## config.mk

```make
export PLATFORM = sky130hd
export DESIGN_NAME = sfp_core
export DESIGN_NICKNAME = d
export VERILOG_FILES = /design/src/sfp_pkg.sv /design/src/sfp_core.sv /design/src/sfp_pair_buf.sv
export SDC_FILE = /design/constraint.sdc
export NUM_CORES = 2
export LEC_CHECK = 0
export BUFFER_PORTS_ARGS = -buffer_cell sky130_fd_sc_hd__buf_2
export CORE_UTILIZATION = 35
export CTS_CLUSTER_DIAMETER = 50
export CTS_CLUSTER_SIZE = 40
export DETAILED_ROUTE_END_ITERATION = 10
export HOLD_SLACK_MARGIN = 0.02
export PLACE_DENSITY = 0.54
export REMOVE_ABC_BUFFERS = 1
export SLEW_MARGIN = 30
export SYNTH_ARGS = -nofsm -noshare
export SYNTH_HDL_FRONTEND = slang
export SYNTH_SLANG_ARGS = --single-unit
```

## constraint.sdc

```tcl
create_clock -name sys_clk -period 16.54 [get_ports sys_clk]
set_input_delay 1.654 -clock sys_clk [delete_from_list [all_inputs] [get_ports sys_clk]]
set_output_delay 1.654 -clock sys_clk [all_outputs]
set_load 0.01 [all_outputs]
```

## src/sfp_pkg.sv

```systemverilog
// Constants, field layout and state codes for the serial flash front end.
package sfp_pkg;

  // Status register field positions and reset value.
  localparam int SFP_ST_BUSY = 0;
  localparam int SFP_ST_WEL = 1;
  localparam int SFP_ST_BP_LO = 2;
  localparam int SFP_ST_BP_HI = 4;
  localparam int SFP_ST_LOCK = 7;
  localparam logic [7:0] SFP_ST_RESET = 8'h00;

  // Command codes on the serial link.
  localparam logic [7:0] SFP_CMD_WRITE_ALLOW = 8'h06;
  localparam logic [7:0] SFP_CMD_WRITE_FORBID = 8'h04;
  localparam logic [7:0] SFP_CMD_STATUS_READ = 8'h05;
  localparam logic [7:0] SFP_CMD_STATUS_WRITE = 8'h01;
  localparam logic [7:0] SFP_CMD_PAGE_WRITE = 8'h02;
  localparam logic [7:0] SFP_CMD_SECTOR_WIPE = 8'hD8;
  localparam logic [7:0] SFP_CMD_ARRAY_WIPE = 8'hC7;
  localparam logic [7:0] SFP_CMD_SLEEP_DEEP = 8'hB9;
  localparam logic [7:0] SFP_CMD_WAKE = 8'hAB;

  // Exact byte counts of the write-class commands; the page write count is a minimum.
  localparam logic [2:0] SFP_LEN_ONE = 3'h1;
  localparam logic [2:0] SFP_LEN_STATUS = 3'h2;
  localparam logic [2:0] SFP_LEN_SECTOR = 3'h4;
  localparam logic [2:0] SFP_LEN_PAGE_MIN = 3'h5;

  // Array operations handed to the storage back end.
  localparam logic [1:0] SFP_OP_PROG = 2'h0;
  localparam logic [1:0] SFP_OP_SECT = 2'h1;
  localparam logic [1:0] SFP_OP_BULK = 2'h2;
  localparam int SFP_OP_W = 34;

  // Array geometry.
  localparam int SFP_PAGE_BYTES = 256;
  localparam logic [6:0] SFP_SECTORS = 7'h40;
  localparam logic [7:0] SFP_ERASED = 8'hFF;

  // Sync flop reset value: {wp, hold, cs, si, sck} idle levels.
  localparam logic [4:0] SFP_PIN_IDLE = 5'h1C;

  // Status write busy time.
  localparam int SFP_CLK_MHZ = 20;
  localparam int SFP_STAT_WR_NS = 1000;
  localparam int SFP_STAT_WR_CYC = (SFP_STAT_WR_NS * SFP_CLK_MHZ) / 1000;

  // Operation sequencer, one-hot.
  typedef enum logic [3:0] {
    SFP_IDLE = 4'h1,
    SFP_PUSH = 4'h2,
    SFP_STATWR = 4'h4,
    SFP_DRAIN = 4'h8
  } sfp_state_t;

endpackage

```

## src/sfp_core.sv

```systemverilog
// Serial flash bus front end with protection, hold and page staging.
`timescale 1ns/1ps
`default_nettype none
// What this block does
// - Works with hosts in clock modes 0 and 3 only.
// - Samples input on rising clock, shifts output from falling clock.
// - All transfers are whole eight-bit bytes.
// - One program takes one to 256 bytes, a single page.
// - Programming only clears bits; erase returns them to one.
// - Sector wipe sets one sector to ones, array wipe the whole array.
// - Busy flag stays set during status write, program or erase; readable.
// - Active while selected; after deselect, standby once operations end.
// - After deep sleep command, program and erase commands are ignored.
// - Write enable sets the latch; host sends it before modifying commands.
// - Latch clears at reset and after program, erase, disable, status write.
// - Three protect bits guard top 0,1,2,4,8,16,32 sectors or everything.
// - Lock bit set with protect pin low freezes lock and protect bits.
// - Write-class commands execute only if clock count is a multiple of 8.
// - Hold pauses the link but never aborts a running operation.
// - Hold starts at hold fall if clock low, else next clock fall.
// - Hold ends at hold rise if clock low, else next clock fall.
// - In hold the output floats and clock and data are ignored.
// - Select must stay low in hold; a rise there resets the interface.
module sfp_core
  import sfp_pkg::*;
(
  input wire logic sys_clk,
  input wire logic rst_n,
  input wire logic sck,
  input wire logic cs_n,
  input wire logic si,
  input wire logic hold_n,
  input wire logic wp_n,
  output logic so,
  output logic so_oe,
  output logic op_valid,
  input wire logic op_ready,
  output logic [1:0] op_kind,
  output logic [23:0] op_addr,
  output logic [7:0] op_data,
  input wire logic array_busy,
  output logic [7:0] status_and_protect,
  output logic standby,
  output logic deep_sleep,
  output logic hard_protection_mode
);

  logic [4:0] sync1;
  logic [4:0] sync2;
  logic sck_s, si_s, cs_s, hold_s, wp_s;
  logic sck_d, cs_d;
  logic rise_ok, fall_ok, cs_rise;
  logic in_hold;
  logic [2:0] bit_cnt;
  logic [2:0] byte_idx;
  logic [7:0] sh;
  logic [7:0] in_byte;
  logic byte_done;
  logic [7:0] cmd;
  logic [23:0] addr;
  logic [7:0] stat_new;
  logic [7:0] col;
  logic [7:0] page_mem [SFP_PAGE_BYTES];
  logic [SFP_PAGE_BYTES-1:0] page_used;
  logic [7:0] osh;
  logic write_enable_latch, status_lock_bit, asleep;
  logic [2:0] protect_sel;
  logic write_busy_flag;
  logic [6:0] prot_cnt;
  logic prot_hit, exec_go, accept, take;
  sfp_state_t state, next_state;
  logic [1:0] kind;
  logic [7:0] idx;
  logic [7:0] stat_cnt;
  logic buf_ready, buf_valid;
  logic [SFP_OP_W-1:0] buf_in, buf_out;

  // Every pin crosses two flops; only the second stage feeds logic.
  always_ff @(posedge sys_clk)
  begin
    if (!rst_n)
    begin
      sync1 <= SFP_PIN_IDLE;
      sync2 <= SFP_PIN_IDLE;
    end
    else
    begin
      sync1 <= {wp_n, hold_n, cs_n, si, sck};
      sync2 <= sync1;
    end
  end
  assign {wp_s, hold_s, cs_s, si_s, sck_s} = sync2;

  // Clock and select edges, found by the system clock.
  always_ff @(posedge sys_clk)
  begin
    if (!rst_n)
    begin
      sck_d <= 1'b0;
      cs_d <= 1'b1;
    end
    else
    begin
      sck_d <= sck_s;
      cs_d <= cs_s;
    end
  end
  // Either idle clock level works: only edges inside a select matter.
  assign rise_ok = sck_s & ~sck_d & ~cs_s & ~in_hold;
  assign fall_ok = ~sck_s & sck_d & ~cs_s & ~in_hold;
  assign cs_rise = cs_s & ~cs_d;

  // Hold follows the pin only while the clock is low, so a pin change
  // with the clock high takes effect at the next clock fall.
  always_ff @(posedge sys_clk)
  begin
    if (!rst_n || cs_s)
      in_hold <= 1'b0;
    else if (!sck_s)
      in_hold <= ~hold_s;
  end

  // Bit and byte counting; deselect clears the counters and the shift register.
  always_ff @(posedge sys_clk)
  begin
    if (!rst_n || cs_s)
    begin
      bit_cnt <= 3'h0;
      byte_idx <= 3'h0;
      sh <= 8'h00;
    end
    else if (rise_ok)
    begin
      sh <= in_byte;
      bit_cnt <= 3'(bit_cnt + 3'h1);
      if (bit_cnt == 3'h7 && byte_idx != SFP_LEN_PAGE_MIN)
        byte_idx <= 3'(byte_idx + 3'h1);
    end
  end
  assign in_byte = {sh[6:0], si_s};
  assign byte_done = rise_ok && (bit_cnt == 3'h7);

  // Command, address and payload capture.
  always_ff @(posedge sys_clk)
  begin
    if (!rst_n)
    begin
      cmd <= 8'h00;
      addr <= 24'h000000;
      stat_new <= 8'h00;
      col <= 8'h00;
    end
    else if (byte_done)
    begin
      unique case (byte_idx)
        3'h0: cmd <= in_byte;
        3'h1:
        begin
          addr[23:16] <= in_byte;
          stat_new <= in_byte;
        end
        3'h2: addr[15:8] <= in_byte;
        3'h3:
        begin
          addr[7:0] <= in_byte;
          col <= in_byte;
        end
        default: col <= 8'(col + 8'h01);
      endcase
    end
  end

  // Page staging: a byte written twice keeps only the zeros of both, and
  // the column wraps inside the page.
  assign accept = (state == SFP_IDLE) && !asleep;
  assign take = byte_done && accept && cmd == SFP_CMD_PAGE_WRITE
    && byte_idx >= SFP_LEN_SECTOR;
  always_ff @(posedge sys_clk)
  begin
    if (take)
      page_mem[col] <= page_used[col] ? (page_mem[col] & in_byte)
        : in_byte;
  end
  always_ff @(posedge sys_clk)
  begin
    if (!rst_n)
      page_used <= '0;
    else if (byte_done && byte_idx == 3'h0 && accept)
      page_used <= '0;
    else if (take)
      page_used[col] <= 1'b1;
  end

  // Status readout: reloaded each byte so polling sees live busy state.
  always_ff @(posedge sys_clk)
  begin
    if (!rst_n)
    begin
      so <= 1'b0;
      osh <= 8'h00;
    end
    else if (fall_ok && cmd == SFP_CMD_STATUS_READ && byte_idx != 3'h0)
    begin
      if (bit_cnt == 3'h0)
      begin
        so <= status_and_protect[7];
        osh <= {status_and_protect[6:0], 1'b0};
      end
      else
      begin
        so <= osh[7];
        osh <= {osh[6:0], 1'b0};
      end
    end
  end
  assign so_oe = ~cs_s & ~in_hold & ~asleep & (cmd == SFP_CMD_STATUS_READ)
    & (byte_idx != 3'h0);

  // Top-of-array protected sector count from the three select bits.
  assign prot_cnt = (protect_sel == 3'h7) ? SFP_SECTORS
    : (protect_sel == 3'h0) ? 7'h00
    : 7'(7'h01 << (protect_sel - 3'h1));
  assign prot_hit = (cmd == SFP_CMD_ARRAY_WIPE) ? (protect_sel != 3'h0)
    : ({1'b0, addr[21:16]} >= 7'(SFP_SECTORS - prot_cnt));
  assign hard_protection_mode = status_lock_bit & ~wp_s;

  // A command runs only if select rises outside hold on a byte boundary.
  assign exec_go = cs_rise && !in_hold && bit_cnt == 3'h0;

  // Latch, protection bits and deep sleep.
  always_ff @(posedge sys_clk)
  begin
    if (!rst_n)
    begin
      write_enable_latch <= SFP_ST_RESET[SFP_ST_WEL];
      protect_sel <= SFP_ST_RESET[SFP_ST_BP_HI:SFP_ST_BP_LO];
      status_lock_bit <= SFP_ST_RESET[SFP_ST_LOCK];
      asleep <= 1'b0;
    end
    else
    begin
      if (exec_go && accept && byte_idx == SFP_LEN_ONE)
      begin
        if (cmd == SFP_CMD_WRITE_ALLOW)
          write_enable_latch <= 1'b1;
        if (cmd == SFP_CMD_WRITE_FORBID)
          write_enable_latch <= 1'b0;
        if (cmd == SFP_CMD_SLEEP_DEEP)
          asleep <= 1'b1;
      end
      if (exec_go && asleep && cmd == SFP_CMD_WAKE)
        asleep <= 1'b0;
      if (state == SFP_IDLE && next_state == SFP_STATWR
          && !hard_protection_mode)
      begin
        protect_sel <= stat_new[SFP_ST_BP_HI:SFP_ST_BP_LO];
        status_lock_bit <= stat_new[SFP_ST_LOCK];
      end
      if (state != SFP_IDLE && next_state == SFP_IDLE)
        write_enable_latch <= 1'b0;
    end
  end

  // Operation sequencer: stages a page or an erase into the buffer, then
  // waits for the back end, so busy covers the whole array operation.
  always_comb
  begin
    next_state = state;
    unique case (state)
      SFP_IDLE:
        if (exec_go && accept && write_enable_latch)
        begin
          if (cmd == SFP_CMD_STATUS_WRITE && byte_idx == SFP_LEN_STATUS)
            next_state = SFP_STATWR;
          else if (((cmd == SFP_CMD_PAGE_WRITE
              && byte_idx == SFP_LEN_PAGE_MIN)
              || (cmd == SFP_CMD_SECTOR_WIPE && byte_idx == SFP_LEN_SECTOR)
              || (cmd == SFP_CMD_ARRAY_WIPE && byte_idx == SFP_LEN_ONE))
              && !prot_hit)
            next_state = SFP_PUSH;
        end
      SFP_PUSH:
        if (buf_ready && (kind != SFP_OP_PROG || idx == 8'hFF))
          next_state = SFP_DRAIN;
      SFP_STATWR:
        if (stat_cnt == 8'(SFP_STAT_WR_CYC - 1))
          next_state = SFP_IDLE;
      SFP_DRAIN:
        if (!buf_valid && !array_busy)
          next_state = SFP_IDLE;
    endcase
  end

  // Sequencer registers; hold and select never touch them.
  always_ff @(posedge sys_clk)
  begin
    if (!rst_n)
    begin
      state <= SFP_IDLE;
      kind <= SFP_OP_PROG;
      idx <= 8'h00;
      stat_cnt <= 8'h00;
    end
    else
    begin
      state <= next_state;
      if (state == SFP_IDLE)
      begin
        idx <= 8'h00;
        stat_cnt <= 8'h00;
        kind <= (cmd == SFP_CMD_SECTOR_WIPE) ? SFP_OP_SECT
          : (cmd == SFP_CMD_ARRAY_WIPE) ? SFP_OP_BULK : SFP_OP_PROG;
      end
      if (state == SFP_PUSH && buf_ready)
        idx <= 8'(idx + 8'h01);
      if (state == SFP_STATWR)
        stat_cnt <= 8'(stat_cnt + 8'h01);
    end
  end

  // Unwritten page bytes go out as erased, which leaves the array as is.
  assign buf_in = {kind,
    (kind == SFP_OP_PROG) ? {addr[23:8], idx} : addr,
    (kind != SFP_OP_PROG) ? SFP_ERASED
      : (page_used[idx] ? page_mem[idx] : SFP_ERASED)};

  sfp_pair_buf #(.WIDTH(SFP_OP_W)) sfp_pair_buf_inst (
    .sys_clk(sys_clk),
    .rst_n(rst_n),
    .in_valid(state == SFP_PUSH),
    .in_ready(buf_ready),
    .in_data(buf_in),
    .out_valid(buf_valid),
    .out_ready(op_ready),
    .out_data(buf_out)
  );
  assign op_valid = buf_valid;
  assign {op_kind, op_addr, op_data} = buf_out;

  // Visible status and power state.
  assign write_busy_flag = (state != SFP_IDLE);
  assign status_and_protect = {status_lock_bit, 2'b00, protect_sel,
    write_enable_latch, write_busy_flag};
  assign standby = cs_s & ~write_busy_flag;
  assign deep_sleep = asleep;
endmodule
`default_nettype wire

```

## src/sfp_pair_buf.sv

```systemverilog
// Two-entry valid/ready buffer between the sequencer and the array back end.
`timescale 1ns/1ps
`default_nettype none
module sfp_pair_buf
  import sfp_pkg::*;
#(
  parameter int WIDTH = SFP_OP_W
)
(
  input wire logic sys_clk,
  input wire logic rst_n,
  input wire logic in_valid,
  output logic in_ready,
  input wire logic [WIDTH-1:0] in_data,
  output logic out_valid,
  input wire logic out_ready,
  output logic [WIDTH-1:0] out_data
);

  logic [WIDTH-1:0] slot [2];
  logic wr_ptr;
  logic rd_ptr;
  logic [1:0] count;
  logic push;
  logic pop;

  // Full at two words, so a stalled back end holds the sequencer.
  assign in_ready = (count != 2'h2);
  assign out_valid = (count != 2'h0);
  assign out_data = slot[rd_ptr];
  assign push = in_valid & in_ready;
  assign pop = out_valid & out_ready;

  // Storage needs no reset; occupancy tells which words are live.
  always_ff @(posedge sys_clk)
  begin
    if (push)
      slot[wr_ptr] <= in_data;
  end

  // Pointers and occupancy.
  always_ff @(posedge sys_clk)
  begin
    if (!rst_n)
    begin
      wr_ptr <= 1'b0;
      rd_ptr <= 1'b0;
      count <= 2'h0;
    end
    else
    begin
      if (push)
        wr_ptr <= ~wr_ptr;
      if (pop)
        rd_ptr <= ~rd_ptr;
      count <= 2'(count + {1'b0, push} - {1'b0, pop});
    end
  end

endmodule
`default_nettype wire

```

==> results.md <==
* Via/cell ratio at about 6.1
* Max Cap Viol at 0
* CP endpoint kind: flip-flop
* Crit path launch type: flip-flop
* Sink Count at 2495
* Layout cell share with drive strength beyond 1 at a little over a third
* Post-CTS Resized at 0
* Fmax achieved at between 100 and 150 MHz
* Top cell type's share of synthesized area at 55.4%
* Seq pwr share at 53.0%
* # nets final at approximately 6300
* P per Cell Area at 97.7 nW/µm²
* Place WS at 9320 ps
* Post-Syn Area at 115000 µm²
* FF+latch count, synth at 2495
* Synth area leaders: edfxtp_1 55%, mux4_2 25%, dfxtp_1 6.6%, mux2i_1 2.2%, o21a_1 1.7%
* Root Buffer: clkbuf_16
* Total net switching power at ~0.0029 W
* Vias in the first global route at 66300
* Clock network power share at 46.3%
* Fin. Hold Viols at 0
* Final WL at 371000 µm
* Kind of critical path: reg2reg
* Fin. max-slew vios at 0
* Area Overhead vs Synth at 13.2%
* Antenna violations before repair at 13
* Core area at between 300000 and 400000 µm²
* WL/cell at 34.3 µm
* Max FO, Critical Path at 84
* Tmin final at 7260 ps
* Filler cell count at 29000
* Area leader, netlist: edfxtp_1
* Detailed Routing Iterations Pass 1 at 7
* Antenna-violating nets left at 0
* Synth Instances at 6148
* DP Wirelength at 237000 µm
* Pin count of the biggest net entering global routing at 114
* Final setup fails at 0
* Die area at 330000 µm²
* Switching Fraction at between 20 and 25%
* RSZ-0062 raised after global routing: no
* Post-route clock period utilization at 43.9%
* Starting Density at 35.3%
* Number of remaining DRC errors at 0
* Ys async rst share at 0%
* Die Wd at approximately 570 µm
* Slew HR at 19.4%
* Hold Buf Count CTS at 0
* Final Non-Filler Cells at between 10000 and 15000
* GP Congestion at 0.877
* Post-CTS Setup Repair Bufs at 0
* Synth warn at 0
* DR vias at 65900
* WP data required at 17160 ps
* Status: complete, no violations
* Int Pwr at just under 0.01 W
* Worst-Margin Slew at approximately 1200 ps
* Die height at approximately 570 µm
* First-pass GRT wire length at 522000 µm
* Worst IR Drop VDD at 0.0000975 V
* Cell leakage power at 40.3 nW
* Inst Count DP at a little over 10000
* Clock latency at the later pin of the worst-skew pair at slightly below 1000 ps
* # rows at 209
* Global Route Usage Sum at between 20 and 25%
* Clock Skew at 78.9 ps
* CP Data Arrival Time at roughly 8000 ps
* Setup TNS at 0 ps
* Post-synth EDFFs at 2116
* Yosys cell types at 73
* Most frequent cells in the layout: 2116 x edfxtp_1, 1284 x mux4_2, 360 x dfxtp_1
* Ys flop type: edfxtp_1
* Seq/Total Area, Yosys at about three fifths
* Most common cell after layout, fill and taps aside: edfxtp_1
* Hold Path Class: reg2reg
* Syn Area/Cell at about 19 µm²
* CTS buffer count at 242
* Flop2flop setup slack at 9280 ps
* H-tree levels at 4
* IO Pins at 57
* CTS tree: built
* Overflow after GRT at 0
* Drt first-iter violations at 7753
* Post-layout worst setup margin at roughly 9300 ps
* Clk slew on worst S/H paths at 70 ps
* Gate power share at 0.7%
* Clk buf depth at 4
* Port Buffers at 54
==> registers in the layout, summed over array words and instances (netlist names), 3 cells and up, named ones only <==
signal and flops:
cmd 8, idx 8, addr 24, bit_cnt 3, sh 7, osh 7
page_mem 2048, stat_cnt 8, page_used 256, protect_sel 3, sync2 5, state 4
sfp_pair_buf_inst.slot 68, sync1 5, col 8, byte_idx 3
==> cells in the mapped netlist, drive strengths merged (35+ instances only) <==
cell	count
mux2	81
o21a	259
clkbuf	226
buf	272
dfxtp	379
o22ai	67
edfxtp	2116
mux2i	251
mux4	1286
nand3	78
nand2	155
a221oi	35
a21oi	118
nor2	339
nor3	39
o21ai	90
==> critical path, cell delays in order (launching register included) <==
cell and delay [ps]:
dfxtp_4 640, buf_4 580, buf_12 450, buf_4 740
mux2i_1 170, a221oi_1 300, o21ai_0 210, a221oi_1 510
buf_4 240, nand3_1 80, o211ai_1 340, nand3_1 240
a21oi_4 350, buf_8 240, buf_16 170, buf_4 600
buf_4 720
==> worst paths after layout <==
path             start                to  depth (start not counted)
max          flip-flop  page_mem[253][6]                         16
min           sync1[2]          sync2[2]                          1
max reg2reg  flip-flop  page_mem[253][6]                         16
min reg2reg   sync1[2]          sync2[2]                          1
==> per-layer routing <==
layer / up-vias / GRT usage [%] / part of all wire, %
li1: 26300 / - / -
met1: 35800 / 29.9 / 40
met2: 3143 / 35.4 / 47
met3: 642 / 4.17 / 8.3
met4: 2 / 9.22 / 4.5
met5: - / 0 / 0.0032
==> metrics by stage <==
step | area, µm² | hold WS [ps] | utilization [%] | power (W)
after CTS | 130000 | 416 | 39.9 | 0.0128
after detailed placement | 121000 | 397 | 37.3 | 0.00696
after global placement | 121000 | 398 | 37.2 | 0.00696
after floorplan | 112000 | 386 | - | 0.00692
after global routing | 130000 | 433 | 40.0 | 0.0130
final | 130000 | 420 | 40.0 | 0.0127
==> final cells by class <==
cell class / count / area [µm²] / share of cell area (%)
clock buffers: 259 / 6220 / 4.79
well taps: 4325 / 5410 / 4.16
multi-input cells: 3131 / 41700 / 32.0
repair buffers: 397 / 3160 / 2.43
flip-flops and latches: 2495 / 71200 / 54.8
clock inverters: 189 / 2230 / 1.71
diodes: 2 / 5.00 / 0.00385
inverters: 25 / 93.8 / 0.0722
==> cell families after synthesis <==
group                    synth area share (%)
flip-flops                               62.0
multiplexers                             28.2
AND/OR/NAND/NOR                          3.06
AO/OA/AOI/OAI                            4.30
buffers and inverters                    2.15
adder cells (fa/ha/maj)                 0.262
XOR/XNOR                               0.0534
other                                 0.00327
==> power by group through the flow <==
stage | sequential, W | combinational (W) | clock, W
finish | 0.00672 | 0.0000924 | 0.00587
floorplan | 0.00687 | 0.0000420 | 0
detailed placement | 0.00687 | 0.0000919 | 0
global placement | 0.00687 | 0.0000905 | 0
CTS | 0.00672 | 0.0000922 | 0.00597
global route | 0.00672 | 0.0000962 | 0.00619
Power figures use the tool's default switching activity.
